**config.mk**
```make
export PLATFORM = sky130hd
export DESIGN_NAME = bpc_bias_power_regs
export DESIGN_NICKNAME = d
export VERILOG_FILES = /design/src/design/bpc_pkg.sv /design/src/design/bpc_link_if.sv /design/src/design/bpc_pin_sync.sv /design/src/design/bpc_reg_word.sv /design/src/design/bpc_bias_power_regs.sv
export VERILOG_INCLUDE_DIRS = /design/src /design/src/design
export SDC_FILE = /design/constraint.sdc
export NUM_CORES = 1
export LEC_CHECK = 0
export BUFFER_PORTS_ARGS = -buffer_cell sky130_fd_sc_hd__buf_4
export CAP_MARGIN = 20
export CORE_MARGIN = 2
export CORE_UTILIZATION = 50
export DETAILED_ROUTE_END_ITERATION = 10
export PLACE_DENSITY = 0.7
export SYNTH_ARGS = -nofsm -noshare
export SYNTH_HDL_FRONTEND = slang
export SYNTH_HIERARCHICAL = 1
export SYNTH_SLANG_ARGS = --single-unit
```
**constraint.sdc**
```tcl
create_clock -name clk_sys_in -period 2.65 [get_ports clk_sys_in]
set_clock_uncertainty 0.05 [all_clocks]
set_input_delay 0.1325 -clock clk_sys_in [delete_from_list [all_inputs] [get_ports clk_sys_in]]
set_output_delay 0.1325 -clock clk_sys_in [all_outputs]
set_load 0.02 [all_outputs]
```
**src/design/bpc_params.svh**
```systemverilog
// Register offsets, field positions, reset values and frame sizes of the bias and power bank.
// Assumes an includer that works on 16-bit words reached by a 9-bit serial address.
// How it works
// - Frontend power enable in bit zero
// - Bandgap power enable, bit zero, address 64
// - Resistor select bit zero, defaults external
// - Bias word resets 0x888B, trim, precharge
// - Column bias bits 11:8, reserved nibble 8
// - Mux word 0x8888, stage, stage, delay nibbles
// - Common-mode buffer bias in bits 15:12
// - Frontend power word at 48, resets zero
`ifndef BPC_PARAMS_SVH
`define BPC_PARAMS_SVH

// Serial frame layout
`define BPC_ADDR_BITS 9
`define BPC_DATA_BITS 16
`define BPC_FRAME_BITS 26

// Block offsets
`define BPC_FRONTEND_BLOCK 9'h030
`define BPC_BIAS_BLOCK 9'h040
`define BPC_TEST_BLOCK 9'h050

// Register addresses
`define BPC_ADDR_FRONTEND_POWER 9'h030
`define BPC_ADDR_BANDGAP_POWER 9'h040
`define BPC_ADDR_BIAS_GENERAL 9'h041
`define BPC_ADDR_FRONTEND_BIAS 9'h042
`define BPC_ADDR_COLMUX_BIAS 9'h043
`define BPC_ADDR_SERIAL_DRIVER_BIAS 9'h044
`define BPC_ADDR_BIAS_SPARE 9'h046
`define BPC_ADDR_TEST_SPARE_ZERO 9'h050
`define BPC_ADDR_TEST_SPARE_ONE 9'h051
`define BPC_ADDR_TEST_SPARE_SIXTEEN 9'h060
`define BPC_ADDR_TEST_SPARE_READONLY 9'h061

// Reset values
`define BPC_RST_FRONTEND_POWER 16'h0000
`define BPC_RST_BANDGAP_POWER 16'h0000
`define BPC_RST_BIAS_GENERAL 16'h888B
`define BPC_RST_FRONTEND_BIAS 16'h53C8
`define BPC_RST_COLMUX_BIAS 16'h8888
`define BPC_RST_SERIAL_DRIVER_BIAS 16'h0088
`define BPC_RST_BIAS_SPARE 16'h8888
`define BPC_RST_TEST_SPARE 16'h0000
`define BPC_READONLY_VALUE 16'h0000

// Field positions
`define BPC_POWER_EN_BIT 0
`define BPC_EXTRES_BIT 0
`define BPC_BGTRIM_LSB 1
`define BPC_BGTRIM_MSB 3
`define BPC_NIB0_LSB 0
`define BPC_NIB0_MSB 3
`define BPC_NIB1_LSB 4
`define BPC_NIB1_MSB 7
`define BPC_NIB2_LSB 8
`define BPC_NIB2_MSB 11
`define BPC_NIB3_LSB 12
`define BPC_NIB3_MSB 15
`define BPC_PGA_LSB 8
`define BPC_PGA_MSB 14

`endif

```
**src/design/bpc_pkg.sv**
```systemverilog
// Types shared by the bias and power register bank.
// Assumes nothing beyond a SystemVerilog compiler.
package bpc_pkg;

  typedef logic [8:0] bpc_addr_t;
  typedef logic [15:0] bpc_word_t;

  // Gray along idle, address, data, done
  typedef enum logic [1:0]
  {
    BPC_IDLE = 2'h0,
    BPC_ADDR = 2'h1,
    BPC_DATA = 2'h3,
    BPC_DONE = 2'h2
  } bpc_state_t;

endpackage

```
**src/design/bpc_link_if.sv**
```systemverilog
// Synchronised serial events passed from the pin stage to the frame logic.
// Assumes both ends run on the system clock.
`timescale 1ns/1ps
interface bpc_link_if;
  logic sck_rise;
  logic sck_fall;
  logic cs_active;
  logic mosi_bit;

  modport drv
  (
    output sck_rise,
    output sck_fall,
    output cs_active,
    output mosi_bit
  );
  modport mon
  (
    input sck_rise,
    input sck_fall,
    input cs_active,
    input mosi_bit
  );
endinterface

```
**src/design/bpc_pin_sync.sv**
```systemverilog
// Two-stage synchronisers and clock edge detection for the serial pins.
// Assumes each serial clock phase lasts at least three system clocks.
`timescale 1ns/1ps
module bpc_pin_sync
(
  // Clock and reset
  input wire logic clk_sys_in,
  input wire logic reset_in,
  // Serial pins
  input wire logic spi_sck_in,
  input wire logic spi_cs_n_in,
  input wire logic spi_mosi_in,
  // Events
  bpc_link_if.drv lnk
);
  logic [1:0] sck_sync_reg;
  logic [1:0] cs_n_sync_reg;
  logic [1:0] mosi_sync_reg;
  logic sck_prev_reg;

  // First stage feeds only the second
  always_ff @(posedge clk_sys_in)
  begin
    if (reset_in)
    begin
      sck_sync_reg <= 2'h0;
      cs_n_sync_reg <= 2'h3;
      mosi_sync_reg <= 2'h0;
      sck_prev_reg <= 1'b0;
    end
    else
    begin
      sck_sync_reg <= {sck_sync_reg[0], spi_sck_in};
      cs_n_sync_reg <= {cs_n_sync_reg[0], spi_cs_n_in};
      mosi_sync_reg <= {mosi_sync_reg[0], spi_mosi_in};
      sck_prev_reg <= sck_sync_reg[1];
    end
  end

  assign lnk.sck_rise = sck_sync_reg[1] & ~sck_prev_reg;
  assign lnk.sck_fall = ~sck_sync_reg[1] & sck_prev_reg;
  assign lnk.cs_active = ~cs_n_sync_reg[1];
  assign lnk.mosi_bit = mosi_sync_reg[1];
endmodule

```
**src/design/bpc_reg_word.sv**
```systemverilog
// One read-write configuration word with its own reset value.
// Assumes a write strobe already decoded for this word.
`timescale 1ns/1ps
module bpc_reg_word
#(
  parameter int WIDTH = 16,
  parameter logic [WIDTH-1:0] RESET_VALUE = '0
)
(
  // Clock and reset
  input wire logic clk_sys_in,
  input wire logic reset_in,
  // Write side
  input wire logic wr_en_in,
  input wire logic [WIDTH-1:0] wr_data_in,
  // Stored value
  output logic [WIDTH-1:0] value_out
);
  logic [WIDTH-1:0] value_reg;

  // Whole word stored, reserved bits included
  always_ff @(posedge clk_sys_in)
  begin
    if (reset_in)
      value_reg <= RESET_VALUE;
    else if (wr_en_in)
      value_reg <= wr_data_in;
  end

  assign value_out = value_reg;
endmodule

```
**src/design/bpc_bias_power_regs.sv**
```systemverilog
// Bias generator and power configuration bank behind the serial register port.
// Assumes mode-0 style serial timing with each clock phase at least three system clocks long.
`timescale 1ns/1ps
`include "bpc_params.svh"
module bpc_bias_power_regs
  import bpc_pkg::*;
(
  // Clock and reset
  input wire logic clk_sys_in,
  input wire logic reset_in,
  // Serial register port
  input wire logic spi_sck_in,
  input wire logic spi_cs_n_in,
  input wire logic spi_mosi_in,
  output logic spi_miso_out,
  output logic spi_miso_oe_out,
  // Power enables
  output logic frontend_power_enable_out,
  output logic bandgap_power_enable_out,
  // General bias setup
  output logic external_resistor_sel_out,
  output logic [2:0] bandgap_trim_out,
  output logic [3:0] column_precharge_ibias_out,
  output logic [3:0] column_bias_ibias_out,
  output logic [3:0] bias_general_spare_out,
  // Frontend bias setup
  output logic [3:0] frontend_ibias_out,
  output logic [3:0] converter_iref_out,
  output logic [6:0] gain_amp_iref_out,
  // Column multiplexer bias setup
  output logic [3:0] colmux_first_stage_bias_out,
  output logic [3:0] colmux_second_stage_bias_out,
  output logic [3:0] colmux_delay_bias_out,
  output logic [3:0] colmux_common_mode_bias_out,
  // Serial driver bias setup
  output logic [3:0] serial_driver_ibias_out,
  output logic [3:0] serial_driver_iref_out,
  // Spare words
  output logic [15:0] bias_spare_word_out,
  output logic [15:0] test_spare_zero_out,
  output logic [15:0] test_spare_one_out,
  output logic [15:0] test_spare_sixteen_out
);

  ////////////////////////////////////////////////////////////////////////////
  // Register table

  localparam int NUM_WORDS = 10;
  localparam int ADDR_BITS = `BPC_ADDR_BITS;
  localparam int DATA_BITS = `BPC_DATA_BITS;
  localparam int FRAME_BITS = `BPC_FRAME_BITS;
  localparam logic [4:0] RW_BIT_INDEX = 5'(ADDR_BITS);
  localparam logic [4:0] LAST_BIT_INDEX = 5'(FRAME_BITS - 1);

  // Addresses are block offset plus word offset
  localparam bpc_addr_t ADDR_TAB [NUM_WORDS] = '{
    `BPC_ADDR_FRONTEND_POWER,
    `BPC_ADDR_BANDGAP_POWER,
    `BPC_ADDR_BIAS_GENERAL,
    `BPC_ADDR_FRONTEND_BIAS,
    `BPC_ADDR_COLMUX_BIAS,
    `BPC_ADDR_SERIAL_DRIVER_BIAS,
    `BPC_ADDR_BIAS_SPARE,
    `BPC_ADDR_TEST_SPARE_ZERO,
    `BPC_ADDR_TEST_SPARE_ONE,
    `BPC_ADDR_TEST_SPARE_SIXTEEN
  };

  localparam bpc_word_t RESET_TAB [NUM_WORDS] = '{
    `BPC_RST_FRONTEND_POWER,
    `BPC_RST_BANDGAP_POWER,
    `BPC_RST_BIAS_GENERAL,
    `BPC_RST_FRONTEND_BIAS,
    `BPC_RST_COLMUX_BIAS,
    `BPC_RST_SERIAL_DRIVER_BIAS,
    `BPC_RST_BIAS_SPARE,
    `BPC_RST_TEST_SPARE,
    `BPC_RST_TEST_SPARE,
    `BPC_RST_TEST_SPARE
  };

  localparam int IDX_FRONTEND_POWER = 0;
  localparam int IDX_BANDGAP_POWER = 1;
  localparam int IDX_BIAS_GENERAL = 2;
  localparam int IDX_FRONTEND_BIAS = 3;
  localparam int IDX_COLMUX_BIAS = 4;
  localparam int IDX_SERIAL_DRIVER_BIAS = 5;
  localparam int IDX_BIAS_SPARE = 6;
  localparam int IDX_TEST_SPARE_ZERO = 7;
  localparam int IDX_TEST_SPARE_ONE = 8;
  localparam int IDX_TEST_SPARE_SIXTEEN = 9;

  ////////////////////////////////////////////////////////////////////////////
  // Declarations

  bpc_link_if lnk();

  bpc_state_t state_reg;
  logic [4:0] bit_cnt_reg;
  bpc_addr_t addr_reg;
  logic write_reg;
  logic [DATA_BITS-2:0] data_reg;
  bpc_word_t tx_reg;
  logic miso_reg;
  logic miso_oe_reg;
  logic commit;
  bpc_word_t commit_data;
  bpc_addr_t rd_addr;
  bpc_word_t words [NUM_WORDS];
  logic [NUM_WORDS-1:0] word_wr_en;

  ////////////////////////////////////////////////////////////////////////////
  // Address decode and readback

  // One-hot select, empty for unmapped and read-only addresses
  function automatic logic [NUM_WORDS-1:0] decode_word(input bpc_addr_t addr);
    logic [NUM_WORDS-1:0] hit;
    hit = '0;
    for (int i = 0; i < NUM_WORDS; i++)
    begin
      if (addr == ADDR_TAB[i])
        hit[i] = 1'b1;
    end
    return hit;
  endfunction

  // Unmapped addresses read zero rather than stale data
  function automatic bpc_word_t read_word(input bpc_addr_t addr, input bpc_word_t vals [NUM_WORDS]);
    bpc_word_t result;
    logic [NUM_WORDS-1:0] hit;
    result = '0;
    hit = decode_word(addr);
    if (addr == `BPC_ADDR_TEST_SPARE_READONLY)
      result = `BPC_READONLY_VALUE;
    else
    begin
      for (int i = 0; i < NUM_WORDS; i++)
      begin
        if (hit[i])
          result = vals[i];
      end
    end
    return result;
  endfunction

  ////////////////////////////////////////////////////////////////////////////
  // Pin synchronisation

  bpc_pin_sync u_pin_sync
  (
    .clk_sys_in(clk_sys_in),
    .reset_in(reset_in),
    .spi_sck_in(spi_sck_in),
    .spi_cs_n_in(spi_cs_n_in),
    .spi_mosi_in(spi_mosi_in),
    .lnk(lnk.drv)
  );

  ////////////////////////////////////////////////////////////////////////////
  // Frame sequencing

  // Chip select release aborts any frame in progress
  always_ff @(posedge clk_sys_in)
  begin
    if (reset_in)
      state_reg <= BPC_IDLE;
    else if (!lnk.cs_active)
      state_reg <= BPC_IDLE;
    else
    begin
      case (state_reg)
        BPC_IDLE:
          state_reg <= BPC_ADDR;
        BPC_ADDR:
          if (lnk.sck_rise && bit_cnt_reg == RW_BIT_INDEX)
            state_reg <= BPC_DATA;
        BPC_DATA:
          if (lnk.sck_rise && bit_cnt_reg == LAST_BIT_INDEX)
            state_reg <= BPC_DONE;
        BPC_DONE:
          state_reg <= BPC_DONE;
        default:
          state_reg <= BPC_IDLE;
      endcase
    end
  end

  // Extra clocks after the last data bit are ignored
  always_ff @(posedge clk_sys_in)
  begin
    if (reset_in)
      bit_cnt_reg <= 5'h00;
    else if (!lnk.cs_active)
      bit_cnt_reg <= 5'h00;
    else if (lnk.sck_rise && state_reg != BPC_DONE && state_reg != BPC_IDLE)
      bit_cnt_reg <= bit_cnt_reg + 5'h01;
  end

  always_ff @(posedge clk_sys_in)
  begin
    if (reset_in)
      addr_reg <= '0;
    else if (state_reg == BPC_ADDR && lnk.sck_rise && bit_cnt_reg < RW_BIT_INDEX)
      addr_reg <= {addr_reg[ADDR_BITS-2:0], lnk.mosi_bit};
  end

  always_ff @(posedge clk_sys_in)
  begin
    if (reset_in)
      write_reg <= 1'b0;
    else if (state_reg == BPC_ADDR && lnk.sck_rise && bit_cnt_reg == RW_BIT_INDEX)
      write_reg <= lnk.mosi_bit;
  end

  always_ff @(posedge clk_sys_in)
  begin
    if (reset_in)
      data_reg <= '0;
    else if (state_reg == BPC_DATA && lnk.sck_rise)
      data_reg <= {data_reg[DATA_BITS-3:0], lnk.mosi_bit};
  end

  ////////////////////////////////////////////////////////////////////////////
  // Write commit

  // Only a full 16-bit data phase writes; a short frame changes nothing
  assign commit = state_reg == BPC_DATA && lnk.sck_rise && bit_cnt_reg == LAST_BIT_INDEX && write_reg;
  assign commit_data = {data_reg, lnk.mosi_bit};
  assign word_wr_en = commit ? decode_word(addr_reg) : '0;

  for (genvar g = 0; g < NUM_WORDS; g++)
  begin : g_word
    bpc_reg_word
    #(
      .WIDTH(DATA_BITS),
      .RESET_VALUE(RESET_TAB[g])
    )
    u_word
    (
      .clk_sys_in(clk_sys_in),
      .reset_in(reset_in),
      .wr_en_in(word_wr_en[g]),
      .wr_data_in(commit_data),
      .value_out(words[g])
    );
  end

  ////////////////////////////////////////////////////////////////////////////
  // Readback shifter

  assign rd_addr = {addr_reg[ADDR_BITS-2:0], lnk.mosi_bit};

  // Snapshot taken at the last address bit so a later write cannot tear the word
  always_ff @(posedge clk_sys_in)
  begin
    if (reset_in)
      tx_reg <= '0;
    else if (state_reg == BPC_ADDR && lnk.sck_rise && bit_cnt_reg == RW_BIT_INDEX - 5'h01)
      tx_reg <= read_word(rd_addr, words);
    else if (state_reg == BPC_DATA && lnk.sck_fall && !write_reg)
      tx_reg <= {tx_reg[DATA_BITS-2:0], 1'b0};
  end

  // Data changes on the falling clock so the host samples it on the rising one
  always_ff @(posedge clk_sys_in)
  begin
    if (reset_in)
      miso_reg <= 1'b0;
    else if (!lnk.cs_active)
      miso_reg <= 1'b0;
    else if (state_reg == BPC_DATA && lnk.sck_fall && !write_reg)
      miso_reg <= tx_reg[DATA_BITS-1];
  end

  always_ff @(posedge clk_sys_in)
  begin
    if (reset_in)
      miso_oe_reg <= 1'b0;
    else
      // Held through done so the last read bit never stands on an undriven pin
      miso_oe_reg <= lnk.cs_active && (state_reg == BPC_DATA || state_reg == BPC_DONE) && !write_reg;
  end

  assign spi_miso_out = miso_reg;
  assign spi_miso_oe_out = miso_oe_reg;

  ////////////////////////////////////////////////////////////////////////////
  // Static control fields

  assign frontend_power_enable_out = words[IDX_FRONTEND_POWER][`BPC_POWER_EN_BIT];
  assign bandgap_power_enable_out = words[IDX_BANDGAP_POWER][`BPC_POWER_EN_BIT];

  assign external_resistor_sel_out = words[IDX_BIAS_GENERAL][`BPC_EXTRES_BIT];
  assign bandgap_trim_out = words[IDX_BIAS_GENERAL][`BPC_BGTRIM_MSB:`BPC_BGTRIM_LSB];
  assign column_precharge_ibias_out = words[IDX_BIAS_GENERAL][`BPC_NIB1_MSB:`BPC_NIB1_LSB];
  assign column_bias_ibias_out = words[IDX_BIAS_GENERAL][`BPC_NIB2_MSB:`BPC_NIB2_LSB];
  assign bias_general_spare_out = words[IDX_BIAS_GENERAL][`BPC_NIB3_MSB:`BPC_NIB3_LSB];

  assign frontend_ibias_out = words[IDX_FRONTEND_BIAS][`BPC_NIB0_MSB:`BPC_NIB0_LSB];
  assign converter_iref_out = words[IDX_FRONTEND_BIAS][`BPC_NIB1_MSB:`BPC_NIB1_LSB];
  assign gain_amp_iref_out = words[IDX_FRONTEND_BIAS][`BPC_PGA_MSB:`BPC_PGA_LSB];

  assign colmux_first_stage_bias_out = words[IDX_COLMUX_BIAS][`BPC_NIB0_MSB:`BPC_NIB0_LSB];
  assign colmux_second_stage_bias_out = words[IDX_COLMUX_BIAS][`BPC_NIB1_MSB:`BPC_NIB1_LSB];
  assign colmux_delay_bias_out = words[IDX_COLMUX_BIAS][`BPC_NIB2_MSB:`BPC_NIB2_LSB];
  assign colmux_common_mode_bias_out = words[IDX_COLMUX_BIAS][`BPC_NIB3_MSB:`BPC_NIB3_LSB];

  assign serial_driver_ibias_out = words[IDX_SERIAL_DRIVER_BIAS][`BPC_NIB0_MSB:`BPC_NIB0_LSB];
  assign serial_driver_iref_out = words[IDX_SERIAL_DRIVER_BIAS][`BPC_NIB1_MSB:`BPC_NIB1_LSB];

  // Spares are stored only; their analog meaning is not defined here
  assign bias_spare_word_out = words[IDX_BIAS_SPARE];
  assign test_spare_zero_out = words[IDX_TEST_SPARE_ZERO];
  assign test_spare_one_out = words[IDX_TEST_SPARE_ONE];
  assign test_spare_sixteen_out = words[IDX_TEST_SPARE_SIXTEEN];

endmodule

```
==> flow_summary.yaml, run 1 <==
run_status:
  status: "complete, no violations"
placement:
  pre_cts_slack_ps: 61.2
  post-place-cells: 1479
  dpl-instance-area_um2: 11600
  port_buffers: 127
  dp_hpwl_um: 21600
  place.gp.congestion: 0.909
critical_path:
  cpLargestDelayFamily: "simple AND/OR/NAND/NOR gates"
  crit_path_start_kind: "flip-flop"
  path_cells: "buf_4 -> nor4_4 -> nand2_1 -> nor2_1 -> a221o_1 -> a311oi_2"
  slowest_stage: "nor4_4"
  critical_path_class: "flip-flop to flip-flop"
  path_buf_inv: 1
  endpoint_kind: "flip-flop"
  critPathMaxStageDelay_ps: 640
  worstPathMaxFanout: 11
  cp.arrival_ps: 2880
  required_ps: 3000
synth:
  synth-simple-area-share_pct: 19.3
  ys_ff_latch: 217
  ys_async_sr_fraction_pct: 0
  ys_seq_area_share_pct: 41.9
  synth_area_per_cell_um2: 9.28
  synthMuxAreaShare_pct: 15.8
  synth_edf_count: 0
  synthAdderAreaFrac_pct: 0.362
  synth_top_family_by_area: "simple AND/OR/NAND/NOR gates"
  yosys-top-cells-area: "dfxtp_1 (42%), mux2i_1 (15%), nor2_1 (7.1%), nand2_1 (2.4%), nor2b_1 (2.2%)"
  synthesis.area_um2: 10400
  syn-num-nets: 1126
  synth_top_area_cell: "dfxtp_1"
  yosysWarningCount: 6
  synth.most_common_cell: "dfxtp_1"
  yosysUniqueCellTypes: 78
  synth-xor-area-share_pct: 0.338
  synth_flop_cell: "dfxtp_1"
  netlist_top_cells_count: "dfxtp_1 (217), nor2_1 (195), mux2i_1 (157)"
  synth-compound-area-share_pct: 15.1
  syn_inst: 1118
  netlist.area_leader.share_pct: 41.9
final_layout:
  drive_above_1_share_pct: 21.5
  nets: 1247
  utilization_pct: 61.6
  final.fill_count: 1775
  largest_reg_flops: 160
  finalNonFillerCells: 1526
  fin_area_um2: 12500
  area_growth_pct: 20.5
  antenna_cells: 0
sta:
  tightest_slew_ps: 710
  finalSetupViolCount: 0
  finalSetupTns_ps: 0
  final.setup.worst_slack_ps: 112
  finalHoldViolCount: 0
  max_freq_mhz: 394
  period_minus_slack_ps: 2540
  slew_headroom_pct: 51.5
  slew_viol_final: 0
  whs_ps: 294
  period_share_pct: 95.8
  rsz0062_at_grt: "no"
clock_tree:
  post_cts_buffers: 0
  cts_tree: "yes"
  cts_max_level: 1
  clk_pin_slew_ps: 60
  clkLatencyLatePin_ps: 520
  cts_root_buffer: "clkbuf_16"
  cts.path.max_buffers: 3
  numCtsBuffers: 24
  clock-sinks: 217
drt:
  antenna_left: 0
  drcViolationCount: 0
  drt_iter0_drc: 673
  wire_per_inst_um: 20.1
  firstDrtPassIters: 6
  via_count: 8930
  viasPerCell: 5.85
  finalWirelength_um: 30700
power_and_ir_drop:
  irDropWorstVdd_mv: 0.462
  finalPower_mw: 6.81
  leakagePower_nw: 4.63
  power_density_nw_per_um2: 545
die:
  ios: 128
  die-width_um: 148
  die-area_um2: 21900
  fp.dieH_um: 148
  core_area_um2: 20300
  rows: 52
  start_util_pct: 51.1
global_route:
  gr-total-overflow: 0
  grt_pass1_wl_um: 47600
  grt_max_degree: 105
  antenna_found_initial: 0
  grt.total_usage_pct: 27.3
  grt_pass1_vias: 8378
job:
  max-cap-violations: 0
worst_hold_path:
  min_path_type: "primary input to flip-flop"
[area by class of cell]
type | count | area (um^2) | share of cell area [%]
Multi-Input combinational cell | 782 | 5320 | 42.6
Sequential cell | 217 | 4350 | 34.8
Timing Repair Buffer | 191 | 1580 | 12.6
Clock buffer | 38 | 764 | 6.12
Tap cell | 270 | 338 | 2.70
Inverter | 23 | 86.3 | 0.691
Clock inverter | 5 | 57.6 | 0.461
[metal layers]
| layer | track usage (%) | wire length (um) | share of wire [%] |
|---|---|---|---|
| met2 | 43.5 | 14200 | 46 |
| met4 | 10.4 | 1150 | 3.7 |
| met5 | 0 | 0 | 0 |
| met3 | 3.73 | 1800 | 5.8 |
| met1 | 37.6 | 13600 | 44 |
[path summary, 6_finish.rpt]
check,cells after the start,startpoint,slack [ps],endpoint
worst min register to register,1,u_pin_sync/cs_n_sync_reg[0]$_SDFF_PP1_,360,u_pin_sync/cs_n_sync_reg[1]$_SDFF_PP1_
worst max-delay path,6,addr_reg[0]$_SDFFE_PP0P_,110,tx_reg[13]$_SDFFE_PP0P_
worst min-delay path,3,spi_cs_n_in,290,u_pin_sync/cs_n_sync_reg[0]$_SDFF_PP1_
worst max register to register,6,addr_reg[0]$_SDFFE_PP0P_,110,tx_reg[13]$_SDFFE_PP0P_
[kinds of logic after synthesis]
kind of cell / Yosys count
buffers and inverters: 119
adder cells (fa/ha/maj): 3
multiplexers: 163
AO/OA/AOI/OAI: 213
XOR/XNOR: 4
flip-flops: 217
AND/OR/NAND/NOR: 399
[worst reg2reg max path, cell delays in order (launching register included)]
cell and delay [ps]:
dfxtp_1 430, buf_4 230, nor4_4 640, nand2_1 440, nor2_1 290, a221o_1 230, a311oi_2 110
[layout by cell type, fill, tap and decap left out, types with 13 or more instances in the layout]
cell / netlist / final
a211o_1: 23 / 23
nor2b_1: 37 / 36
clkbuf_16: 0 / 25
buf_4: 2 / 174
a21oi_1: 39 / 39
o22ai_1: 13 / 13
nand2_1: 65 / 65
nand3_1: 17 / 17
nor2_1: 195 / 195
o21ai_0: 26 / 26
mux2i_1: 157 / 157
dfxtp_1: 217 / 216
inv_1: 22 / 22
o211ai_1: 15 / 15
[report_power, final]
group | internal [mW] | total (mW) | leakage (nW) | switching [mW]
sequential | 3.27 | 3.27 | 1.75 | 0.00382
combinational | 0.0297 | 0.113 | 2.47 | 0.0833
clock | 2.07 | 3.43 | 0.408 | 1.36
total | 5.37 | 6.81 | 4.63 | 1.45
[timing repair]
| action | in CTS | in global routing |
|---|---|---|
| resized for setup | 0 | 5 |
| hold endpoints to repair | 27 | 0 |
| hold buffers | 4 | 0 |
| setup endpoints to repair | 0 | 64 |
(Power assumes the default switching activity.)
==> run 2: changes to the inputs <==
Settings changed: CORE_UTILIZATION 50 to 58, PLACE_DENSITY 0.7 to 0.8.
==> flow_summary.yaml, run 2 (synthesis gave the netlist of run 1 again) <==
worst_hold_path:
  hold_start: "spi_cs_n_in"
  min_path_type: "primary input to flip-flop"
die:
  core_area_um2: 17400
  fp.dieH_um: 138
  die-area_um2: 19000
  rows: 48
  start_util_pct: 59.6
  die-width_um: 138
  ios: 128
clock_tree:
  clk_pin_slew_ps: 60
  cts.path.max_buffers: 3
  cts_root_buffer: "clkbuf_16"
  post_cts_buffers: 0
  cts_max_level: 1
  numCtsBuffers: 24
  clkLatencyLatePin_ps: 510
  cts_tree: "yes"
  clock-sinks: 217
drt:
  firstDrtPassIters: 5
  via_count: 9086
  wire_per_inst_um: 20.4
  antenna_left: 0
  drt_iter0_drc: 821
  viasPerCell: 6.13
  finalWirelength_um: 30300
  drcViolationCount: 0
critical_path:
  required_ps: 2990
  critPathMaxStageDelay_ps: 340
  slowest_stage: "dfxtp_1"
  path_cells: "inv_1 -> ha_1 -> and3b_2 -> and4_1 -> nand2_1 -> nor4_2 -> buf_4 -> nor2b_2 -> buf_6 -> and2b_4 -> a211o_1"
  crit_path_start_kind: "flip-flop"
  cpLargestDelayFamily: "simple AND/OR/NAND/NOR gates"
  worstPathMaxFanout: 10
  crit_path_start: "bit_cnt_reg[1]$_SDFFE_PP0P_"
  rr_startpoint: "bit_cnt_reg[1]$_SDFFE_PP0P_"
  path_buf_inv: 3
  endpoint_kind: "flip-flop"
  critical_path_class: "flip-flop to flip-flop"
  cp.arrival_ps: 2860
run_status:
  status: "complete, no violations"
final_layout:
  final_common_cell: "dfxtp_1"
  drive_above_1_share_pct: 21.6
  nets: 1248
  layout_common_cells: "dfxtp_1 (216), nor2_1 (195), buf_4 (178), mux2i_1 (157), nand2_1 (65)"
  antenna_cells: 0
  largest_reg_flops: 160
  area_growth_pct: 19.3
sta:
  tightest_slew_ps: 767
  period_share_pct: 95.1
  final.setup.worst_slack_ps: 129
  finalHoldViolCount: 0
  slew_headroom_pct: 48.8
  finalSetupViolCount: 0
  whs_ps: 307
  max_freq_mhz: 397
  slew_viol_final: 0
  period_minus_slack_ps: 2520
job:
  max-cap-violations: 0
power_and_ir_drop:
  power_density_nw_per_um2: 538
  leakagePower_nw: 4.61
  irDropWorstVdd_mv: 0.566
global_route:
  grt_max_degree: 65
  gr-total-overflow: 0
  antenna_found_initial: 0
  grt_pass1_vias: 8581
  grt_pass1_wl_um: 46400
  grt.total_usage_pct: 31.4
placement:
  pre_cts_slack_ps: 63.3
  port_buffers: 127
  dp_hpwl_um: 20900
  place.gp.congestion: 0.929
[run 2: changes by cell type in the layout (fill, tap and decap cells not counted), sizes merged]
cell    before  now
clkbuf      38   35
clkinv       4    7
buf        187  188
[run 2: worst paths after layout]
kind	to	slack (ps)	depth (start not counted)
min	u_pin_sync/cs_n_sync_reg[0]$_SDFF_PP1_	310	3
min reg2reg	u_pin_sync/cs_n_sync_reg[1]$_SDFF_PP1_	380	1
max	g_word[2].u_word/value_out[15]$_SDFFE_PP1P_	130	11
max reg2reg	g_word[2].u_word/value_out[15]$_SDFFE_PP1P_	130	11
[run 2: timing repair]
item	CTS	global route
resized for setup	0	7
hold endpoints to repair	29	0
hold buffers	4	0
setup endpoints to repair	0	74
[run 2: cell type report]
cell class	instances	area [um^2]
timing repair buffer	192	1550
clock inverter	8	71.3
tap	225	282
multi-input combinational	782	5330
inverter	23	86.3
clock buffer	35	713
sequential	217	4350
fill	1341	5040
[run 2: stage by stage]
step           TNS (ps)  instance area [um^2]  power (mW)  util (%)  cells
3_3_place_gp          0                 11500        3.45      66.2   1435
4_1_cts               0                 12400        6.70      70.9   1482
2_1_floorplan         0                 10400        3.42         -   1118
3_5_place_dp          0                 11500        3.45      66.2   1435
6_report              0                 12400        6.66      71.1   1482
5_1_grt           -1.26                 12400        6.83      71.1   1482
[run 2: layer usage]
metal	GRT usage, %	vias up	wire, um
met5	0	-	0
met4	13.5	0	1250
met3	4.08	73	2240
met2	50.4	439	14100
met1	42.5	4356	12700
li1	-	4218	-
[run 2: power breakdown]
| part | total [mW] | switching, mW | internal (mW) |
|---|---|---|---|
| registers | 3.27 | 0.00653 | 3.27 |
| clock network | 3.27 | 1.31 | 1.96 |
| logic | 0.114 | 0.0820 | 0.0323 |
| total | 6.66 | 1.40 | 5.26 |
[run 2: worst min-delay path, stage by stage]
cell and delay (ps):
dlygate4sd3_1 520, buf_4 90, or2_1 80
